==> src/verilog/hp_pkg.sv <==
// shared constants and types of the host mailbox port
package hp_pkg;
   localparam int DATA_W = 16;
   localparam int BYTE_W = 8;
   localparam int NUM_DATA = 6;
   localparam int HOST_AW = 3;
   localparam int CORE_AW = 4;
   // host-side register indices
   localparam logic [2:0] HOST_IDX_STAT_HW = 3'h6;
   localparam logic [2:0] HOST_IDX_STAT_CW = 3'h7;
   // core-side register indices (0..5 are the mailbox data registers)
   localparam logic [3:0] CORE_IDX_STAT_HW = 4'h6;
   localparam logic [3:0] CORE_IDX_STAT_CW = 4'h7;
   localparam logic [3:0] CORE_IDX_MBOX_MASK = 4'h8;
   localparam logic [3:0] CORE_IDX_IRQ_STAT = 4'h9;
   localparam logic [3:0] CORE_IDX_IRQ_MASK = 4'ha;
   localparam logic [3:0] CORE_IDX_CONFIG = 4'hb;
   // mailbox mask layout: write enables low, read enables high
   localparam int MASK_WR_LSB = 0;
   localparam int MASK_RD_LSB = 8;
   localparam logic [15:0] MASK_RESET = 16'h0000;
   // host status register 7: soft reset request bit
   localparam int SRST_BIT = 7;
   // interrupt status layout
   localparam int IRQ_W = 3;
   localparam int IRQ_HOST_WROTE = 0;
   localparam int IRQ_HOST_READ = 1;
   localparam int IRQ_SOFT_RESET = 2;
   localparam logic [2:0] IRQ_MASK_RESET = 3'h0;
   // core interrupt vectors of the two requests
   localparam logic [15:0] VEC_HOST_WRITE = 16'h0008;
   localparam logic [15:0] VEC_HOST_READ = 16'h000c;
   // soft reset pulse length in processor cycles
   localparam logic [2:0] SOFT_RESET_CYCLES = 3'h5;
   // strobe idle levels after reset: select, read/dir, write/ds
   localparam logic [2:0] STROBE_IDLE = 3'h7;

   typedef enum logic [1:0] {
      ST_IDLE = 2'b00,
      ST_CAPTURE = 2'b01,
      ST_LOAD = 2'b11,
      ST_ACK = 2'b10
   } hp_state_t;
endpackage

==> src/verilog/hp_mem_if.sv <==
// interface between the port control and the mailbox storage
`timescale 1ns/1ps
interface hp_mem_if;
   logic host_we;
   logic [2:0] host_wa;
   logic [15:0] host_wd;
   logic [2:0] host_ra;
   logic [15:0] host_rd;
   logic core_we;
   logic [2:0] core_wa;
   logic [15:0] core_wd;
   logic [2:0] core_ra;
   logic [15:0] core_rd;
   modport ctrl (output host_we, host_wa, host_wd, host_ra, core_we, core_wa, core_wd, core_ra,
                 input host_rd, core_rd);
   modport mem (input host_we, host_wa, host_wd, host_ra, core_we, core_wa, core_wd, core_ra,
                output host_rd, core_rd);
endinterface

==> src/verilog/hp_sync.sv <==
// two-flop synchroniser for a group of asynchronous levels
`timescale 1ns/1ps
module hp_sync #(
   parameter int W = 3,
   parameter logic [W-1:0] RST_VAL = '0
) (
   input wire logic clk_i,
   input wire logic arst_n_i,
   input wire logic [W-1:0] async_i,
   output logic [W-1:0] sync_o
);
   typedef struct packed {
      logic [W-1:0] s1;
      logic [W-1:0] s2;
   } hp_sync_st_t;
   hp_sync_st_t r_q, r_d;

   always_comb begin
      r_d = r_q;
      r_d.s1 = async_i;
      r_d.s2 = r_q.s1;
   end

   always_ff @(posedge clk_i or negedge arst_n_i) begin
      if (!arst_n_i) begin
         r_q <= {RST_VAL, RST_VAL};
      end else begin
         r_q <= r_d;
      end
   end

   assign sync_o = r_q.s2;
endmodule // hp_sync

==> src/verilog/hp_mbox_mem.sv <==
// six mailbox words, host and core ports, registered reads
`timescale 1ns/1ps
module hp_mbox_mem (
   input wire logic clk_i,
   input wire logic arst_n_i,
   hp_mem_if.mem mif
);
   import hp_pkg::*;
   typedef struct packed {
      logic [NUM_DATA-1:0][DATA_W-1:0] word;
      logic [DATA_W-1:0] host_rd;
      logic [DATA_W-1:0] core_rd;
   } hp_mem_st_t;
   hp_mem_st_t r_q, r_d;

   always_comb begin
      r_d = r_q;
      // indices past the last word read as zero
      r_d.host_rd = (mif.host_ra < 3'(NUM_DATA)) ? r_q.word[mif.host_ra] : '0;
      r_d.core_rd = (mif.core_ra < 3'(NUM_DATA)) ? r_q.word[mif.core_ra] : '0;
      for (int i = 0; i < NUM_DATA; i++) begin
         // host wins a same-cycle collision on one word
         if (mif.host_we && (mif.host_wa == 3'(i))) begin
            r_d.word[i] = mif.host_wd;
         end else if (mif.core_we && (mif.core_wa == 3'(i))) begin
            r_d.word[i] = mif.core_wd;
         end
      end
   end

   always_ff @(posedge clk_i or negedge arst_n_i) begin
      if (!arst_n_i) begin
         r_q <= '0;
      end else begin
         r_q <= r_d;
      end
   end

   assign mif.host_rd = r_q.host_rd;
   assign mif.core_rd = r_q.core_rd;
endmodule // hp_mbox_mem

==> src/verilog/hp_host_port.sv <==
// host parallel mailbox port: host pin protocol, mailbox flags, core registers
`timescale 1ns/1ps
// Behaviour
// - width-select strap low gives 16-bit host transfers, high gives 8-bit.
// - with memory map select low, boot-source strap chooses memory or host boot.
// - strobe-style strap low: separate read/write; high: direction plus data strobe.
// - bus strap low: 3-bit address plus data bus; high: multiplexed with latch.
// - upper address pin is address bit 2, or latch enable when multiplexed.
// - bus pins carry data, or address in latch phase when multiplexed.
// - 8-bit reads drive only the low byte, upper byte stays undriven.
// - 8-bit host writes store zeros in the upper byte.
// - six data registers, two status registers, per-register interrupt mask.
// - core reaches all data registers through its data-memory accesses.
// - status kept current for interrupt or polling use.
// - host side asynchronous; strobes synchronised, core keeps running.
// - host soft reset request gives exactly five cycles of reset.
// - host boot selection is reported on BOOT_FROM_HOST_O and in the core config register.
// - separate host-write and host-read interrupt requests to the core.
module hp_host_port (
   input wire logic CLK_I,
   input wire logic ARST_N_I,
   input wire logic HOST_BYTE_MODE_I,
   input wire logic MEMORY_MAP_SELECT_I,
   input wire logic BOOT_SOURCE_SELECT_I,
   input wire logic STROBE_STYLE_SELECT_I,
   input wire logic BUS_ARRANGEMENT_SELECT_I,
   input wire logic HOST_PORT_SEL_N_I,
   input wire logic HOST_READ_OR_DIRECTION_I,
   input wire logic HOST_WRITE_OR_DATA_STROBE_I,
   input wire logic HOST_ADDR2_OR_LATCH_ENABLE_I,
   input wire logic [1:0] HOST_ADDR_LOW_I,
   input wire logic [hp_pkg::DATA_W-1:0] HOST_BUS_PINS_I,
   output logic [hp_pkg::DATA_W-1:0] HOST_BUS_PINS_O,
   output logic [hp_pkg::DATA_W-1:0] HOST_BUS_PINS_OE_N_O,
   output logic HOST_PORT_ACK_O,
   input wire logic [hp_pkg::CORE_AW-1:0] CORE_ADDR_I,
   input wire logic [hp_pkg::DATA_W-1:0] CORE_WDATA_I,
   input wire logic CORE_WR_I,
   input wire logic CORE_RD_I,
   output logic [hp_pkg::DATA_W-1:0] CORE_RDATA_O,
   output logic HOST_WRITE_IRQ_O,
   output logic HOST_READ_IRQ_O,
   output logic IRQ_O,
   output logic SOFT_RESET_O,
   output logic BOOT_FROM_HOST_O
);
   import hp_pkg::*;

   typedef struct packed {
      hp_state_t state;
      logic is_read;
      logic [HOST_AW-1:0] addr;
      logic [HOST_AW-1:0] ale_addr;
      logic [DATA_W-1:0] wdata;
      logic byte_mode;
      logic [DATA_W-1:0] bus_out;
      logic drive;
      logic [NUM_DATA-1:0] host_wr;
      logic [NUM_DATA-1:0] core_wr;
      logic [NUM_DATA-1:0] rd_done;
      logic [DATA_W-1:0] mbox_mask;
      logic [IRQ_W-1:0] irq_stat;
      logic [IRQ_W-1:0] irq_mask;
      logic [2:0] srst_cnt;
      logic [DATA_W-1:0] core_rdata;
      logic core_from_mem;
      logic boot_host;
   } hp_top_st_t;

   hp_top_st_t r_q, r_d;
   hp_mem_if mif ();
   logic [2:0] strobe_s;
   logic sel_n_s;
   logic pin_a_s;
   logic pin_b_s;
   logic req_rd;
   logic req_wr;
   logic [HOST_AW-1:0] pin_addr;
   logic [NUM_DATA-1:0] hw_set, hw_clr, cw_set, cw_clr, rd_set, rd_clr;
   logic [IRQ_W-1:0] irq_set;
   logic irq_clr;

   // data register index test, used on both sides
   function automatic logic hp_is_data(input logic [CORE_AW-1:0] a);
      hp_is_data = (a < CORE_AW'(NUM_DATA));
   endfunction

   // one-hot flag vector for a data register index
   function automatic logic [NUM_DATA-1:0] hp_onehot(input logic [CORE_AW-1:0] a,
                                                     input logic en);
      hp_onehot = '0;
      for (int i = 0; i < NUM_DATA; i++) begin
         if (en && (a == CORE_AW'(i))) begin
            hp_onehot[i] = 1'b1;
         end
      end
   endfunction

   hp_sync #(.W(3), .RST_VAL(STROBE_IDLE)) u_sync (
      .clk_i(CLK_I),
      .arst_n_i(ARST_N_I),
      .async_i({HOST_PORT_SEL_N_I, HOST_READ_OR_DIRECTION_I, HOST_WRITE_OR_DATA_STROBE_I}),
      .sync_o(strobe_s)
   );

   hp_mbox_mem u_mem (
      .clk_i(CLK_I),
      .arst_n_i(ARST_N_I),
      .mif(mif.mem)
   );

   assign sel_n_s = strobe_s[2];
   assign pin_a_s = strobe_s[1];
   assign pin_b_s = strobe_s[0];

   // pin roles follow the strobe style strap
   always_comb begin
      if (STROBE_STYLE_SELECT_I) begin
         req_rd = !sel_n_s && !pin_b_s && pin_a_s;
         req_wr = !sel_n_s && !pin_b_s && !pin_a_s;
      end else begin
         req_rd = !sel_n_s && !pin_a_s;
         req_wr = !sel_n_s && !pin_b_s;
      end
   end

   // register address from pins or from the latched address phase
   always_comb begin
      if (BUS_ARRANGEMENT_SELECT_I) begin
         pin_addr = r_q.ale_addr;
      end else begin
         pin_addr = {HOST_ADDR2_OR_LATCH_ENABLE_I, HOST_ADDR_LOW_I};
      end
   end

   always_comb begin
      r_d = r_q;
      hw_set = '0;
      hw_clr = '0;
      cw_set = '0;
      cw_clr = '0;
      rd_set = '0;
      rd_clr = '0;
      irq_set = '0;
      irq_clr = 1'b0;
      mif.host_we = 1'b0;
      mif.host_wa = r_q.addr;
      mif.host_wd = r_q.wdata;
      mif.host_ra = r_q.addr;
      mif.core_we = 1'b0;
      mif.core_wa = CORE_ADDR_I[HOST_AW-1:0];
      mif.core_wd = CORE_WDATA_I;
      mif.core_ra = CORE_ADDR_I[HOST_AW-1:0];

      r_d.boot_host = !MEMORY_MAP_SELECT_I && BOOT_SOURCE_SELECT_I;

      // address phase of the multiplexed bus
      if (BUS_ARRANGEMENT_SELECT_I && HOST_ADDR2_OR_LATCH_ENABLE_I) begin
         r_d.ale_addr = HOST_BUS_PINS_I[HOST_AW-1:0];
      end

      if (r_q.srst_cnt != 3'h0) begin
         r_d.srst_cnt = r_q.srst_cnt - 3'h1;
      end

      // host access sequence
      case (r_q.state)
         ST_IDLE: begin
            r_d.drive = 1'b0;
            if (req_rd || req_wr) begin
               r_d.is_read = req_rd;
               r_d.addr = pin_addr;
               r_d.byte_mode = HOST_BYTE_MODE_I;
               if (HOST_BYTE_MODE_I) begin
                  r_d.wdata = {8'h00, HOST_BUS_PINS_I[BYTE_W-1:0]};
               end else begin
                  r_d.wdata = HOST_BUS_PINS_I;
               end
               r_d.state = ST_CAPTURE;
            end
         end
         ST_CAPTURE: begin
            if (r_q.is_read) begin
               if (hp_is_data({1'b0, r_q.addr})) begin
                  cw_clr = hp_onehot({1'b0, r_q.addr}, 1'b1);
                  rd_set = hp_onehot({1'b0, r_q.addr}, 1'b1);
                  irq_set[IRQ_HOST_READ] = 1'b1;
               end
            end else begin
               if (hp_is_data({1'b0, r_q.addr})) begin
                  mif.host_we = 1'b1;
                  hw_set = hp_onehot({1'b0, r_q.addr}, 1'b1);
                  irq_set[IRQ_HOST_WROTE] = 1'b1;
               end else if (r_q.addr == HOST_IDX_STAT_CW && r_q.wdata[SRST_BIT]
                            && r_q.srst_cnt == 3'h0) begin
                  r_d.srst_cnt = SOFT_RESET_CYCLES;
                  irq_set[IRQ_SOFT_RESET] = 1'b1;
               end
            end
            r_d.state = ST_LOAD;
         end
         ST_LOAD: begin
            if (r_q.is_read) begin
               if (r_q.addr == HOST_IDX_STAT_HW) begin
                  r_d.bus_out = {10'h000, r_q.host_wr};
               end else if (r_q.addr == HOST_IDX_STAT_CW) begin
                  r_d.bus_out = {10'h000, r_q.core_wr};
               end else begin
                  r_d.bus_out = mif.host_rd;
               end
               if (r_q.byte_mode) begin
                  r_d.bus_out[DATA_W-1:BYTE_W] = 8'h00;
               end
               r_d.drive = 1'b1;
            end
            r_d.state = ST_ACK;
         end
         ST_ACK: begin
            if (!(req_rd || req_wr)) begin
               r_d.drive = 1'b0;
               r_d.state = ST_IDLE;
            end
         end
         default: begin
            r_d.drive = 1'b0;
            r_d.state = ST_IDLE;
         end
      endcase

      // core register port
      r_d.core_from_mem = 1'b0;
      if (CORE_WR_I) begin
         if (hp_is_data(CORE_ADDR_I)) begin
            mif.core_we = 1'b1;
            cw_set = hp_onehot(CORE_ADDR_I, 1'b1);
            rd_clr = hp_onehot(CORE_ADDR_I, 1'b1);
         end else if (CORE_ADDR_I == CORE_IDX_MBOX_MASK) begin
            r_d.mbox_mask = CORE_WDATA_I;
         end else if (CORE_ADDR_I == CORE_IDX_IRQ_MASK) begin
            r_d.irq_mask = CORE_WDATA_I[IRQ_W-1:0];
         end
      end
      if (CORE_RD_I) begin
         r_d.core_rdata = '0;
         if (hp_is_data(CORE_ADDR_I)) begin
            r_d.core_from_mem = 1'b1;
            hw_clr = hp_onehot(CORE_ADDR_I, 1'b1);
         end else begin
            case (CORE_ADDR_I)
               CORE_IDX_STAT_HW: r_d.core_rdata = {10'h000, r_q.host_wr};
               CORE_IDX_STAT_CW: r_d.core_rdata = {10'h000, r_q.core_wr};
               CORE_IDX_MBOX_MASK: r_d.core_rdata = r_q.mbox_mask;
               CORE_IDX_IRQ_STAT: begin
                  r_d.core_rdata = {13'h0000, r_q.irq_stat};
                  irq_clr = 1'b1;
               end
               CORE_IDX_IRQ_MASK: r_d.core_rdata = {13'h0000, r_q.irq_mask};
               CORE_IDX_CONFIG: begin
                  r_d.core_rdata = {12'h000, r_q.boot_host, BUS_ARRANGEMENT_SELECT_I,
                                    STROBE_STYLE_SELECT_I, HOST_BYTE_MODE_I};
               end
               default: r_d.core_rdata = '0;
            endcase
         end
      end

      // flag updates, a set beats a clear in the same cycle
      r_d.host_wr = (r_q.host_wr & ~hw_clr) | hw_set;
      r_d.core_wr = (r_q.core_wr & ~cw_clr) | cw_set;
      r_d.rd_done = (r_q.rd_done & ~rd_clr) | rd_set;
      r_d.irq_stat = (irq_clr ? '0 : r_q.irq_stat) | irq_set;
   end

   always_ff @(posedge CLK_I or negedge ARST_N_I) begin
      if (!ARST_N_I) begin
         r_q <= '0;
         r_q.state <= ST_IDLE;
         r_q.mbox_mask <= MASK_RESET;
         r_q.irq_mask <= IRQ_MASK_RESET;
      end else begin
         r_q <= r_d;
      end
   end

   assign HOST_BUS_PINS_O = r_q.bus_out;
   // upper byte stays undriven on byte-wide reads
   assign HOST_BUS_PINS_OE_N_O = !r_q.drive ? 16'hffff :
                                 (r_q.byte_mode ? 16'hff00 : 16'h0000);
   assign HOST_PORT_ACK_O = (r_q.state == ST_ACK);
   assign CORE_RDATA_O = r_q.core_from_mem ? mif.core_rd : r_q.core_rdata;
   assign HOST_WRITE_IRQ_O = |(r_q.host_wr & r_q.mbox_mask[MASK_WR_LSB +: NUM_DATA]);
   assign HOST_READ_IRQ_O = |(r_q.rd_done & r_q.mbox_mask[MASK_RD_LSB +: NUM_DATA]);
   assign IRQ_O = |(r_q.irq_stat & r_q.irq_mask);
   assign SOFT_RESET_O = (r_q.srst_cnt != 3'h0);
   assign BOOT_FROM_HOST_O = r_q.boot_host;
endmodule // hp_host_port

==> config.mk <==
export PLATFORM = sky130hd
export DESIGN_NAME = hp_host_port
export DESIGN_NICKNAME = d
export VERILOG_FILES = /design/src/verilog/hp_pkg.sv /design/src/verilog/hp_mem_if.sv /design/src/verilog/hp_sync.sv /design/src/verilog/hp_mbox_mem.sv /design/src/verilog/hp_host_port.sv
export SDC_FILE = /design/constraint.sdc
export NUM_CORES = 1
export LEC_CHECK = 0
export BUFFER_PORTS_ARGS = -buffer_cell sky130_fd_sc_hd__buf_2
export CORE_MARGIN = 4
export CORE_UTILIZATION = 50
export DETAILED_ROUTE_END_ITERATION = 10
export GPL_ROUTABILITY_DRIVEN = 0
export GPL_TIMING_DRIVEN = 0
export MAX_ROUTING_LAYER = met4
export PLACE_DENSITY = 0.67
export SLEW_MARGIN = 20
export SYNTH_ARGS = -nofsm -noshare
export SYNTH_HDL_FRONTEND = slang
export SYNTH_HIERARCHICAL = 1
export SYNTH_SLANG_ARGS = --single-unit
==> constraint.sdc <==
create_clock -name CLK_I -period 1.7 [get_ports CLK_I]
set_input_delay 0.255 -clock CLK_I [delete_from_list [all_inputs] [get_ports CLK_I]]
set_output_delay 0.255 -clock CLK_I [all_outputs]
set_load 0.1 [all_outputs]
==> impl_metrics.json <==
{
  "cp-endpoint": "u_mem/r_q[95]",
  "drtPass1Iterations": 5,
  "hold_class": "in2reg",
  "synth_nets": 1162,
  "chipWidth_um": 166,
  "critPathMaxFanout": 7,
  "switching_share_pct": 40.7,
  "synthDominantCellAreaShare_pct": 46.5,
  "setup_tns_ps": -19460,
  "status": "finished, violations left",
  "required_ps": 2100,
  "max_freq_mhz": 514,
  "portBuffers": 104,
  "synth-edff-count": 0,
  "pwr-share-clk_pct": 18.4,
  "postRouteAntennaNets": 0,
  "nets": 1381,
  "violations": "setup timing",
  "rsz0062_at_grt": "true",
  "r2r_end": "u_mem/r_q[95]",
  "initial_core_util_pct": 51.1,
  "dp_hpwl_mm": 24.1,
  "routedWlPerCell_um": 21.9,
  "ys_types": 60,
  "cellPowerDensity_nw_per_um2": 1760,
  "synth_ff_type": "dfrtp_1",
  "grtUsageTotal_pct": 26.3,
  "reg2reg_slack_ps": -250,
  "syn_avg_cell_area_um2": 11.3,
  "clk_pin_slew_ps": 60,
  "arrival_ps": 2350,
  "drt_iter0_markers": 798,
  "sequentialPowerShare_pct": 34.9,
  "ys_async_sr_fraction_pct": 100,
  "drv_slew": 0,
  "clock-sinks": 238,
  "period_needed_ps": 1950,
  "syn2layout_area_growth_pct": 37.0,
  "wl_mm": 36.6,
  "placed_cell_area_um2": 13700,
  "grt-ovfl-total": 0,
  "syn_area_um2": 12500,
  "r2r_cells": 9,
  "grt_pass1_wl_mm": 56.3,
  "yosys_warnings": 6,
  "antenna_found_initial": 0,
  "synthTopCellsByCount": "232 x dfrtp_1, 147 x mux2i_1, 110 x nand2_1",
  "period_share_pct": 115,
  "comb_power_share_pct": 46.7,
  "startpoint_type": "flop",
  "io_pins": 105,
  "leakagePower_nw": 7.68,
  "fin_area_um2": 17100,
  "clockBufferDepth": 3,
  "slew_headroom_pct": 54.5,
  "ys_seq_elements": 238,
  "yosysMostFrequentCell": "dfrtp_1",
  "cp-startpoint": "mif.host_ra[1]",
  "cts_buffers": 26,
  "cts-root-buf": "clkbuf_16",
  "coreArea_um2": 24500,
  "synth_area_leader_cell": "dfrtp_1",
  "worst_slew_pin_slew_ps": 676,
  "finalSetupViolations": 130,
  "grt_pass1_vias": 9896,
  "cts_tree": "built",
  "die_h_um": 166,
  "drive_above_1_share_pct": 47.7,
  "drc": 0,
  "htreeDepth": 1,
  "grt_max_degree": 95,
  "hold_viol": 0,
  "avgViaCountPerCell": 5.76,
  "crit_type": "reg2reg",
  "drv_cap": 0,
  "clock_skew_ps": 20.0,
  "core.rowCount": 57,
  "vdd_ir_drop_max_uv": 1830,
  "power.internal_w": 0.0178,
  "n_antenna_cell": 0,
  "die_area_um2": 27600,
  "clock_latency_ps": 540,
  "p_switching_w": 0.0122,
  "synth_cells": 1109,
  "fin_ws_ps": -247,
  "r2r_start": "mif.host_ra[1]",
  "hold_depth": 3,
  "endpoint_kind": "flop",
  "seq_area_frac_synth_pct": 47.7,
  "synth_area_leaders": "dfrtp_1 46%, mux2i_1 12%, mux4_2 5.8%",
  "vias": 9638
}
-- final cells by class --
type	count	area [um2]
buffer	131	1280
clock buffer	38	757
clock inverter	10	80.1
fill	1686	7340
inverter	51	199
multi-input combinational	684	6260
sequential	238	5980
tap	324	405
timing repair buffer	196	2160
-- registers in the layout (all words and copies together) (netlist names) --
| register | count |
|---|---|
| BOOT_FROM_HOST_O | 1 |
| HOST_BUS_PINS_O | 16 |
| mif.host_ra | 3 |
| mif.host_wd | 16 |
| r_q | 68 |
| u_mem/mif.core_rd | 16 |
| u_mem/mif.host_rd | 16 |
| u_mem/r_q | 96 |
| u_sync/r_d | 3 |
| u_sync/sync_o | 3 |
-- what timing repair did --
item,CTS,global route
cloned,15,2
buffers inserted,49,13
hold endpoints to repair,75,0
pin swaps,26,18
endpoints found under the setup margin,190,166
hold buffers,14,0
resized for setup,338,156
-- logic make-up (layout without fill, tap and decap cells) --
logic type	after synthesis	in the layout	synth area share, %
multiplexers	235	235	22.9
AND/OR/NAND/NOR	221	221	9.02
adder cells (fa/ha/maj)	2	2	0.200
flip-flops	238	238	47.7
AO/OA/AOI/OAI	226	226	11.2
buffers and inverters	187	426	8.98
-- power by group through the flow --
stage	Clock [W]	Sequential [W]	Combinational [W]
after floorplan	0	0.00935	0.00900
after global placement	0	0.0101	0.0107
after detailed placement	0	0.0102	0.0110
after CTS	0.00563	0.0102	0.0130
after global routing	0.00588	0.0108	0.0148
final	0.00553	0.0105	0.0140
-- placed cells by master (no fill, tap or decap), types with 15 or more instances in the layout --
cell type  Yosys  final
buf_12         1     45
mux4_2        32     32
buf_8          3     18
nor2_4         0     17
clkbuf_16      0     37
o22ai_1       43     43
mux2i_1      147    147
o21ai_0       32     21
clkbuf_1      27     15
nor2b_1       17     15
mux2_4        10     15
inv_1         51     47
buf_2         20     68
mux2_2        46     41
nand2_1      110     53
buf_4         72     95
o21ai_1       54     30
nand2_2        0     44
buf_6         10     49
o21ai_2       10     34
nor2_1        40     17
dfrtp_1      232    223
a21oi_2        0     27
-- metal layers --
metal / share of wire, % / up-vias / GRT usage (%)
met1: 42 / 4839 / 34.9
met2: 49 / 381 / 41.6
li1: - / 4330 / -
met5: 0 / - / -
met3: 5.2 / 88 / 3.62
met4: 3.6 / 0 / 10.1
-- worst min path at each step --
stage | start | slack (ps) | end
after floorplan | ARST_N_I | -40 | BOOT_FROM_HOST_O
after global placement | u_sync/r_d[2] | 350 | u_sync/sync_o[2]
after detailed placement | ARST_N_I | 240 | u_mem/r_q[113]
after CTS | CORE_RD_I | 20 | r_q[1]
after global routing | CORE_RD_I | 50 | r_q[1]
final | CORE_RD_I | 50 | r_q[1]
-- stage by stage --
stage | instances | utilization, % | hold WS, ps | setup slack [ps] | total power, W
after global routing | 1672 | 70.0 | 46.9 | -264 | 0.0315
after floorplan | 1109 | - | -40.6 | -220 | 0.0183
after detailed placement | 1539 | 55.8 | 235 | -620 | 0.0212
final | 1672 | 70.0 | 54.7 | -247 | 0.0301
after CTS | 1663 | 67.6 | 22.2 | -194 | 0.0288
after global placement | 1537 | 55.6 | 347 | -3860 | 0.0208
-- worst max-delay path, cell delays in order (launching register included) --
cell	delay (ps)
dfrtp_4	510
a21oi_2	180
and3b_2	260
buf_6	130
nand4b_1	130
buf_6	190
buf_4	140
buf_6	110
nor2_4	110
a21oi_2	60
(Power assumes the default switching activity.)
